### config.mk
export PLATFORM = sky130hd
export DESIGN_NAME = ser_irq_ctrl
export DESIGN_NICKNAME = d
export VERILOG_FILES = /design/src/rtl/ser_irq_pkg.sv /design/src/rtl/pin_sync.sv /design/src/rtl/ser_irq_ctrl.sv
export SDC_FILE = /design/constraint.sdc
export NUM_CORES = 1
export LEC_CHECK = 0
export BUFFER_PORTS_ARGS = -buffer_cell sky130_fd_sc_hd__buf_2
export CORE_MARGIN = 1
export CORE_UTILIZATION = 45
export CTS_BUF_LIST = sky130_fd_sc_hd__clkbuf_16
export DETAILED_ROUTE_END_ITERATION = 12
export PLACE_DENSITY = 0.62
export SYNTH_ARGS = -nofsm -noshare
export SYNTH_HDL_FRONTEND = slang
export SYNTH_SLANG_ARGS = --single-unit
### constraint.sdc
create_clock -name clock -period 2.71 [get_ports clock]
set_clock_uncertainty 0.2 [all_clocks]
set_input_delay 0.271 -clock clock [delete_from_list [all_inputs] [get_ports clock]]
set_output_delay 0.271 -clock clock [all_outputs]
set_load 0.02 [all_outputs]
### src/rtl/ser_irq_pkg.sv
// Operation
// - both strobes low together resets device
// - status after reset reads 01xxx100b
// - status bit 5 shows clear-to-send pin
// - status bit 4 shows sync input
// - status bit 3 shows carrier-detect pin
// - baud and source-enable registers read back
// - raise request, drive vector on acknowledge
// - vector unmodified when status inclusion off
// - request needs source, master, chain enables
// - pending flag never set by software
// - 20h, 01h, 08h enable clear-to-send interrupt
// - either clear-to-send edge starts request
// - 10h resets latch, 38h clears in-service
// - vector driven only with acknowledge and read
`default_nettype none
package ser_irq_pkg;
  localparam logic [3:0] reg_command   = 4'h0;
  localparam logic [3:0] reg_int_en    = 4'h1;
  localparam logic [3:0] reg_vector    = 4'h2;
  localparam logic [3:0] reg_master    = 4'h9;
  localparam logic [3:0] reg_baud_lo   = 4'hc;
  localparam logic [3:0] reg_baud_hi   = 4'hd;
  localparam logic [3:0] reg_src_en    = 4'hf;
  localparam logic [7:0] cmd_reset_ext = 8'h10;
  localparam logic [7:0] cmd_reset_ius = 8'h38;
  localparam logic [7:0] cmd_code_mask = 8'h38;
  localparam logic [7:0] ptr_mask      = 8'h07;
  localparam logic [7:0] cmd_point_hi  = 8'h08;
  localparam int         bit_ext_ie    = 0;
  localparam int         bit_mie       = 3;
  localparam int         bit_vis       = 0;
  localparam int         bit_cts_en    = 5;
  localparam int         bit_cts       = 5;
  localparam int         bit_sync      = 4;
  localparam int         bit_dcd       = 3;
  localparam logic [7:0] status_fixed  = 8'h44;
  localparam logic [7:0] src_en_reset  = 8'hf8;
  localparam logic [7:0] zero_byte     = 8'h00;

  typedef struct packed {
    logic rd_n;
    logic wr_n;
    logic ack_n;
    logic cts_n;
    logic sync_n;
    logic dcd_n;
  } pins_t;
endpackage
`default_nettype wire

### src/rtl/pin_sync.sv
`default_nettype none
module pin_sync
  import ser_irq_pkg::*;
(
  input  wire logic  clock,
  input  wire logic  srst,
  input  wire pins_t raw,
  output var  pins_t synced
);
  pins_t stage1;
  pins_t next_stage1;
  pins_t next_synced;
  localparam pins_t idle = '{rd_n: 1'b1, wr_n: 1'b1, ack_n: 1'b1,
                             cts_n: 1'b1, sync_n: 1'b1, dcd_n: 1'b1};

  // two-stage synchroniser for all pins
  always_comb
  begin
    next_stage1 = raw;
    next_synced = stage1;
  end

  always_ff @(posedge clock)
  begin
    if (srst)
    begin
      stage1 <= idle;
      synced <= idle;
    end
    else
    begin
      stage1 <= next_stage1;
      synced <= next_synced;
    end
  end
endmodule
`default_nettype wire

### src/rtl/ser_irq_ctrl.sv
`default_nettype none
module ser_irq_ctrl
  import ser_irq_pkg::*;
(
  input  wire logic       clock,
  input  wire logic       srst,
  input  wire logic       device_read_strobe_n,
  input  wire logic       write_strobe_n,
  input  wire logic       irq_ack_n,
  input  wire logic       chain_enable_in,
  input  wire logic       clear_to_send_n,
  input  wire logic       sync_n,
  input  wire logic       carrier_detect_n,
  input  wire logic [7:0] data_in,
  output logic      [7:0] data_out,
  output logic            data_oe,
  output logic            irq_n
);
  import ser_irq_pkg::*;

  ////////////////////////////////////////////////////////////////////////
  pins_t raw;
  pins_t pin;
  assign raw = '{rd_n: device_read_strobe_n, wr_n: write_strobe_n, ack_n: irq_ack_n,
                 cts_n: clear_to_send_n, sync_n: sync_n, dcd_n: carrier_detect_n};

  pin_sync u_sync
  (
    .clock  (clock),
    .srst   (srst),
    .raw    (raw),
    .synced (pin)
  );

  logic       chain_s1;
  logic       chain_s2;
  logic       rd_q;
  logic       wr_q;
  logic [7:0] data_s1;
  logic [7:0] data_s2;

  // chain enable and write data synchronisers, strobe history
  always_ff @(posedge clock)
  begin
    if (srst)
    begin
      chain_s1 <= 1'b0;
      chain_s2 <= 1'b0;
      rd_q     <= 1'b1;
      wr_q     <= 1'b1;
      data_s1  <= zero_byte;
      data_s2  <= zero_byte;
    end
    else
    begin
      chain_s1 <= chain_enable_in;
      chain_s2 <= chain_s1;
      rd_q     <= pin.rd_n;
      wr_q     <= pin.wr_n;
      data_s1  <= data_in;
      data_s2  <= data_s1;
    end
  end

  ////////////////////////////////////////////////////////////////////////
  logic       hw_reset;
  logic       wr_edge;
  logic       rd_edge;
  assign hw_reset = !pin.rd_n && !pin.wr_n;
  assign wr_edge  = !pin.wr_n && wr_q && pin.rd_n;
  assign rd_edge  = !pin.rd_n && rd_q && pin.wr_n;

  logic [3:0] pointer;
  logic [7:0] int_en;
  logic [7:0] vector;
  logic [7:0] master;
  logic [7:0] baud_lo;
  logic [7:0] baud_hi;
  logic [7:0] src_en;
  logic       ext_latch;
  logic       cts_last;
  logic       pending;
  logic       in_service;
  logic [3:0] next_pointer;
  logic [7:0] next_int_en;
  logic [7:0] next_vector;
  logic [7:0] next_master;
  logic [7:0] next_baud_lo;
  logic [7:0] next_baud_hi;
  logic [7:0] next_src_en;
  logic       next_ext_latch;
  logic       next_cts_last;
  logic       next_pending;
  logic       next_in_service;
  logic       cts_change;
  logic       enables_ok;
  logic       ack_read;

  assign cts_change = (pin.cts_n != cts_last) && src_en[bit_cts_en];
  assign enables_ok = int_en[bit_ext_ie] && master[bit_mie] && chain_s2;
  assign ack_read   = !pin.ack_n && !pin.rd_n;

  // register writes, latch and pending flag
  always_comb
  begin
    next_pointer    = pointer;
    next_int_en     = int_en;
    next_vector     = vector;
    next_master     = master;
    next_baud_lo    = baud_lo;
    next_baud_hi    = baud_hi;
    next_src_en     = src_en;
    next_in_service = in_service;
    next_cts_last   = ext_latch ? cts_last : pin.cts_n;
    next_ext_latch  = ext_latch;
    next_pending    = pending;
    if (pin.rd_n && !rd_q)
      next_pointer = reg_command;
    if (wr_edge)
    begin
      if (pointer == reg_command)
      begin
        next_pointer = {(data_s2 & cmd_code_mask) == cmd_point_hi, data_s2[2:0] & ptr_mask[2:0]};
        if ((data_s2 & cmd_code_mask) == cmd_reset_ext)
          next_ext_latch = 1'b0;
        if ((data_s2 & cmd_code_mask) == cmd_reset_ius)
          next_in_service = 1'b0;
      end
      else
      begin
        next_pointer = reg_command;
        case (pointer)
          reg_int_en:  next_int_en  = data_s2;
          reg_vector:  next_vector  = data_s2;
          reg_master:  next_master  = data_s2;
          reg_baud_lo: next_baud_lo = data_s2;
          reg_baud_hi: next_baud_hi = data_s2;
          reg_src_en:  next_src_en  = data_s2;
          default:     next_pointer = reg_command;
        endcase
      end
    end
    if (cts_change && !ext_latch)
      next_ext_latch = 1'b1;
    next_pending = ext_latch && int_en[bit_ext_ie];
    if (ack_read && rd_edge && pending && !in_service)
      next_in_service = 1'b1;
  end

  always_ff @(posedge clock)
  begin
    if (srst || hw_reset)
    begin
      pointer    <= reg_command;
      int_en     <= zero_byte;
      vector     <= zero_byte;
      master     <= zero_byte;
      baud_lo    <= zero_byte;
      baud_hi    <= zero_byte;
      src_en     <= src_en_reset;
      ext_latch  <= 1'b0;
      cts_last   <= 1'b1;
      pending    <= 1'b0;
      in_service <= 1'b0;
    end
    else
    begin
      pointer    <= next_pointer;
      int_en     <= next_int_en;
      vector     <= next_vector;
      master     <= next_master;
      baud_lo    <= next_baud_lo;
      baud_hi    <= next_baud_hi;
      src_en     <= next_src_en;
      ext_latch  <= next_ext_latch;
      cts_last   <= next_cts_last;
      pending    <= next_pending;
      in_service <= next_in_service;
    end
  end

  ////////////////////////////////////////////////////////////////////////
  logic [7:0] status;
  logic [7:0] read_mux;
  logic [7:0] next_data_out;
  logic       next_data_oe;
  logic       next_irq_n;

  // status byte and read / vector path
  always_comb
  begin
    status           = status_fixed;
    status[bit_cts]  = !pin.cts_n;
    status[bit_sync] = !pin.sync_n;
    status[bit_dcd]  = !pin.dcd_n;
    case (pointer)
      reg_baud_lo: read_mux = baud_lo;
      reg_baud_hi: read_mux = baud_hi;
      reg_src_en:  read_mux = src_en;
      default:     read_mux = status;
    endcase
    next_data_oe  = !pin.rd_n && pin.wr_n;
    next_data_out = ack_read ? vector : read_mux;
    if (ack_read && !master[bit_vis] && !chain_s2)
      next_data_oe = 1'b0;
    next_irq_n = !(pending && enables_ok && !in_service);
  end

  always_ff @(posedge clock)
  begin
    if (srst)
    begin
      data_out <= zero_byte;
      data_oe  <= 1'b0;
      irq_n    <= 1'b1;
    end
    else
    begin
      data_out <= next_data_out;
      data_oe  <= next_data_oe;
      irq_n    <= next_irq_n;
    end
  end
endmodule
`default_nettype wire

; Yosys cells after proc, flatten, opt, wreduce, memory -nomap -nowiden
; Index checks and enable logic that the tools add are counted.
[word_totals]
inputBits = 17
elab_cells = 106
output_inout_bits = 10
latchBits = 0
mem_count = 0
ram_bits = 0
romBits = 0
regBits = 87
[op_classes]
n_eq_ne = 10
multipliers = 0
bitwise = 1
muxes = 13
addsub = 0
order_cmp = 0
div_mod_pow = 0
shifts = 0
reduce_logical = 50
[ops]
columns = cell, n
row1 = case mux 8 bit (3 select lines), 1
row2 = AND reduction 3 bit, 8
row3 = logical AND 1 bit, 20
row4 = "== test 4 bit, second input constant", 4
row5 = nonzero test 2 bit, 7
row6 = logical NOT 1 bit, 12
row7 = 2-to-1 mux 4 bit, 3
row8 = 2-to-1 mux 1 bit, 8
row9 = 2-to-1 mux 8 bit, 1
row10 = "== test 4 x 1 -> 1 bit, second input constant", 1
row11 = "== test 4 x 2 -> 1 bit, second input constant", 1
row12 = logical NOT 4 bit, 1
row13 = "== test 3 x 1 -> 1 bit, second input constant", 1
row14 = "== test 3 x 2 -> 1 bit, second input constant", 1
row15 = "== test 3 bit, second input constant", 1
row16 = OR reduction 2 bit, 1
row17 = logical OR 1 bit, 1
row18 = inequality test 1 bit, 1
row19 = inverter 1 bit, 1

; Logic depth before layout (Yosys ltp)
[depth]
word_depth = 8
ltp_mapped = 6
ltp_nobuf = 3

; Cells and area by module
; A second synthesis with hierarchy kept.
[hier_totals]
cells_unflattened = 339
area_unflattened_um2 = 3263.1
[by_module_without_submodules]
columns = mod, area_per_inst_um2, cells_per_inst, instances
row1 = ser_irq_ctrl, 2942.8, 314, 1
row2 = pin_sync, 320.3, 25, 1

; Worst setup path before layout
; No wires, ideal clock.
[synth_path]
path_kind = register to register
from = register pointer[2]
to = register vector[3]
t_arrival_ns = 1.193
period_less_slack_ns = 1.526
t_required_ns = 2.378
path_stages_with_launch = 5
setup_slack_ns = 1.184
setup_ns = 0.132
path_cell_list = dfxtp_1 or4b_1 buf_2 o21ai_0 a21oi_1
[synth_between]
elab_chain_cells = 3
elab_cells_between_ends = 4
[synth_rtl]
columns = item, line_no
row1 = "start, declared", ser_irq_ctrl.sv:73  ; logic [3:0] pointer;
row2 = "start signal, assigned", ser_irq_ctrl.sv:154  ; pointer <= reg_command;
row3 = "start signal, assigned", ser_irq_ctrl.sv:168  ; pointer <= next_pointer;
row4 = logical NOT 4 bit, ser_irq_ctrl.sv:121  ; if (pointer == reg_command)
row5 = inverter 1 bit (no source line), n/a
row6 = AND reduction 3 bit (no source line) (*), n/a
row7 = "end signal, assigned", ser_irq_ctrl.sv:156  ; vector <= zero_byte;
row8 = "end signal, assigned", ser_irq_ctrl.sv:170  ; vector <= next_vector;
row9 = "end, declared", ser_irq_ctrl.sv:75  ; logic [7:0] vector;
; Every way passes the cells marked *; elsewhere a longest branch is shown, timed or not.
; A chain may end at the register's enable or synchronous reset.

; Worst setup path in the final report
[layout_path]
from = register pointer[1]
to = register data_out[5]
[layout_between]
elab_chain_cells = 3
elab_cells_between_ends = 5
[layout_rtl]
columns = item, line_no
row1 = == test 4 bit, ser_irq_ctrl.sv:196  ; case (pointer)
row2 = case mux 8 bit (3 select lines) (*), ser_irq_ctrl.sv:196
row3 = 2-to-1 mux 8 bit (*), ser_irq_ctrl.sv:203  ; next_data_out = ack_read ? vector : read_mux;
row4 = "end signal, assigned", ser_irq_ctrl.sv:213  ; data_out <= zero_byte;
row5 = "end signal, assigned", ser_irq_ctrl.sv:219  ; data_out <= next_data_out;
row6 = "end, declared", ser_irq_ctrl.sv:15  ; output logic [7:0] data_out,
; Marked as above.

==> results.md <==
- Most frequent cells after synthesis: 85 x dfxtp_1, 40 x nand3_1, 32 x a21oi_1, 32 x o21ai_0, 19 x nor2b_1
- Least-Margin Pin Slew: 0.768 ns
- Layout Cells excl Fill: 469
- Vias per inst: 5.43
- Outcome: complete, no violations
- # DRC: 0
- CTS Sinks: 85
- Setup Buffers After CTS: 0
- Endpoints failing hold: 0
- Critical path class: register to register
- Die area: 7630 µm²
- Initial antenna violation count: 0
- Post-Syn Area: 3280 µm²
- Gpl congestion: 0.816
- GRT Residual Overflow: 0
- Largest area contributor in the netlist: dfxtp_1
- Worst hold margin: 0.197 ns
- Max-slew headroom: 48.8%
- Total number of vias: 2547
- Peak fanout along the critical path: 24
- Crit path DAT: 2.15 ns
- TritonCTS clock tree: done
- Class of the worst hold path: input pin to register
- RSZ-0062 raised after global routing: false
- Remaining antenna violation count: 0
- Crit start category: register
- Synth area leaders: dfxtp_1 52%, nand3_1 6.1%, a21oi_1 4.9%
- Leakage: 1.39 nW
- TritonCTS buffer count: 9
- Diode count: 0
- Crit path cell chain: and4_1 > a21oi_1 > a311oi_1
- Unique masters post-synth: 50
- Largest stage delay on the critical path: 0.80 ns
- Largest net degree at the start of global routing: 38
- Final HPWL DP: 4660 µm
- Placed Area: 3410 µm²
- Worst setup EP type: register
- Setup violators final: 0
- IO Port Bufs: 26
- Placement Rows: 30
- VDD IR max: 0.000342 V
- Clk_lat worst skew: 0.34 ns
- Number of DRC markers in iteration 0: 243
- H-tree depth: 3
- FFs w/ async S/R, synth: 0%
- Clk slew on worst S/H paths: 0.06 ns
- Fmax: 472 MHz
- CTS resizes: 0
- Min Tclk post-route: 2.12 ns
- Post-synthesis sequential area ratio: 51.9%
- Vias in the first global route: 2372
- Fin nets: 385
- Slew Viols, Final: 0
- Clk buf depth: 2
- Max cap viols: 0
- TNS Setup: 0 ns
- Total core area: 6910 µm²
- Fin area: 3870 µm²
- Die height: 87.3 µm
- Top-count cell post-synth: dfxtp_1
- Post-synth EDFFs: 0
- Die width: 87.3 µm
- 1st-pass router iterations: 4
- Initial Util: 47.4%
- Critical Path RT: 2.75 ns
- Primary FF master, synth: dfxtp_1
- Area share of the largest cell type after synthesis: 51.9%
- Share of cells above drive strength 1: 18.2%
- First-pass GRT wire length: 12200 µm
- Flops & latches, synth: 85
- Period utilisation layout: 78.2%
- GRT Util Overall: 21.5%
- Mapped Nets: 356
- I/O Pins: 27
- Layout area overhead: 18.3%
- Slowest stage cell, crit path: dfxtp_1
- Root Buffer: clkbuf_16
- Pwr/cell area: 697 nW/µm²
- Avg Cell Area, Syn: 9.67 µm²
- Placed cell count: 438
- Final total power: 2.70 mW
- Final WL: 7370 µm
- Yosys warns: 0
- Cell count after synthesis: 339
- DR WL/cell: 15.7 µm
[layout by cell type, fill, tap and decap left out, types with 4 or more instances in the layout]
cell,n
a22o_1,6
nor2_1,8
a311oi_1,5
or2_2,15
nand2_1,5
dfxtp_1,85
a21oi_1,32
buf_4,4
o21ai_0,32
clkbuf_16,9
nor2b_1,19
dlygate4sd3_1,15
nand4_1,4
nor3_1,6
nand3_1,40
mux2i_1,7
buf_2,26
[worst max-delay path: cells and delay by family (launching register included)]
kind,cells,cell delay [ns]
AOI/OAI and AO/OA,2,0.44
DFF,1,0.80
and+or+nand+nor,1,0.57
[metrics by stage]
stage	setup WS, ns	utilization, %
finish	0.592	56.1
global route	0.415	56.1
CTS	0.627	56.1
detailed placement	0.646	49.4
global placement	0.701	49.4
floorplan	1.18	-
[layer usage]
layer | global-route usage [%] | up-vias | part of all wire, %
li1 | - | 1285 | -
met1 | 30.2 | 1208 | 50
met2 | 32.5 | 47 | 46
met3 | 3.41 | 7 | 2.8
met4 | 9.69 | 0 | 1.2
met5 | 0 | - | 0
[registers in the layout, summed over array words and instances (netlist names), 2 cells and up]
name / count
baud_hi: 8
baud_lo: 8
data_out: 8
data_s1: 8
data_s2: 8
src_en: 8
vector: 8
u_sync.next_synced: 6
u_sync.synced: 6
pointer: 4
master: 2
[report_power, final]
| part | internal, mW | leakage (nW) | switching, mW |
|---|---|---|---|
| sequential | 1.28 | 0.693 | 0.0244 |
| clock | 0.802 | 0.153 | 0.492 |
| combinational | 0.0528 | 0.546 | 0.0543 |
| total | 2.13 | 1.39 | 0.571 |
[final timing paths]
check	end	slack, ns	cells after the start	startpoint
setup / recovery	data_out[5]	0.59	3	pointer[1]
hold / removal	data_s2[4]	0.20	2	srst
setup reg to reg	data_out[5]	0.59	3	pointer[1]
hold reg to reg	u_sync.synced[3]	0.21	1	u_sync.next_synced[3]
[cells by family (layout without fill, tap and decap cells)]
group | Yosys count | after routing | share of synthesized area, %
buffers and inverters | 29 | 63 | 4.85
muxes | 7 | 7 | 2.14
xor gates and xnor gates | 1 | 1 | 0.267
DFF | 85 | 85 | 51.9
and+or+nand+nor | 125 | 125 | 23.7
AOI/OAI and AO/OA | 92 | 92 | 17.1
[layout make-up]
class	instances	area [µm²]
Sequential cell	85	1700
Fill cell	657	3030
Clock buffer	9	225
Inverter	2	7.51
Multi-Input combinational cell	225	1420
Tap cell	96	120
Timing Repair Buffer	45	310
Clock inverter	7	90.1
[timing repair]
| action | in CTS | in global routing |
|---|---|---|
| hold endpoints to repair | 15 | 0 |
| endpoints found under the setup margin | 0 | 0 |
| hold buffers | 15 | 0 |
No activity file was read; power rests on OpenSTA's default activity.
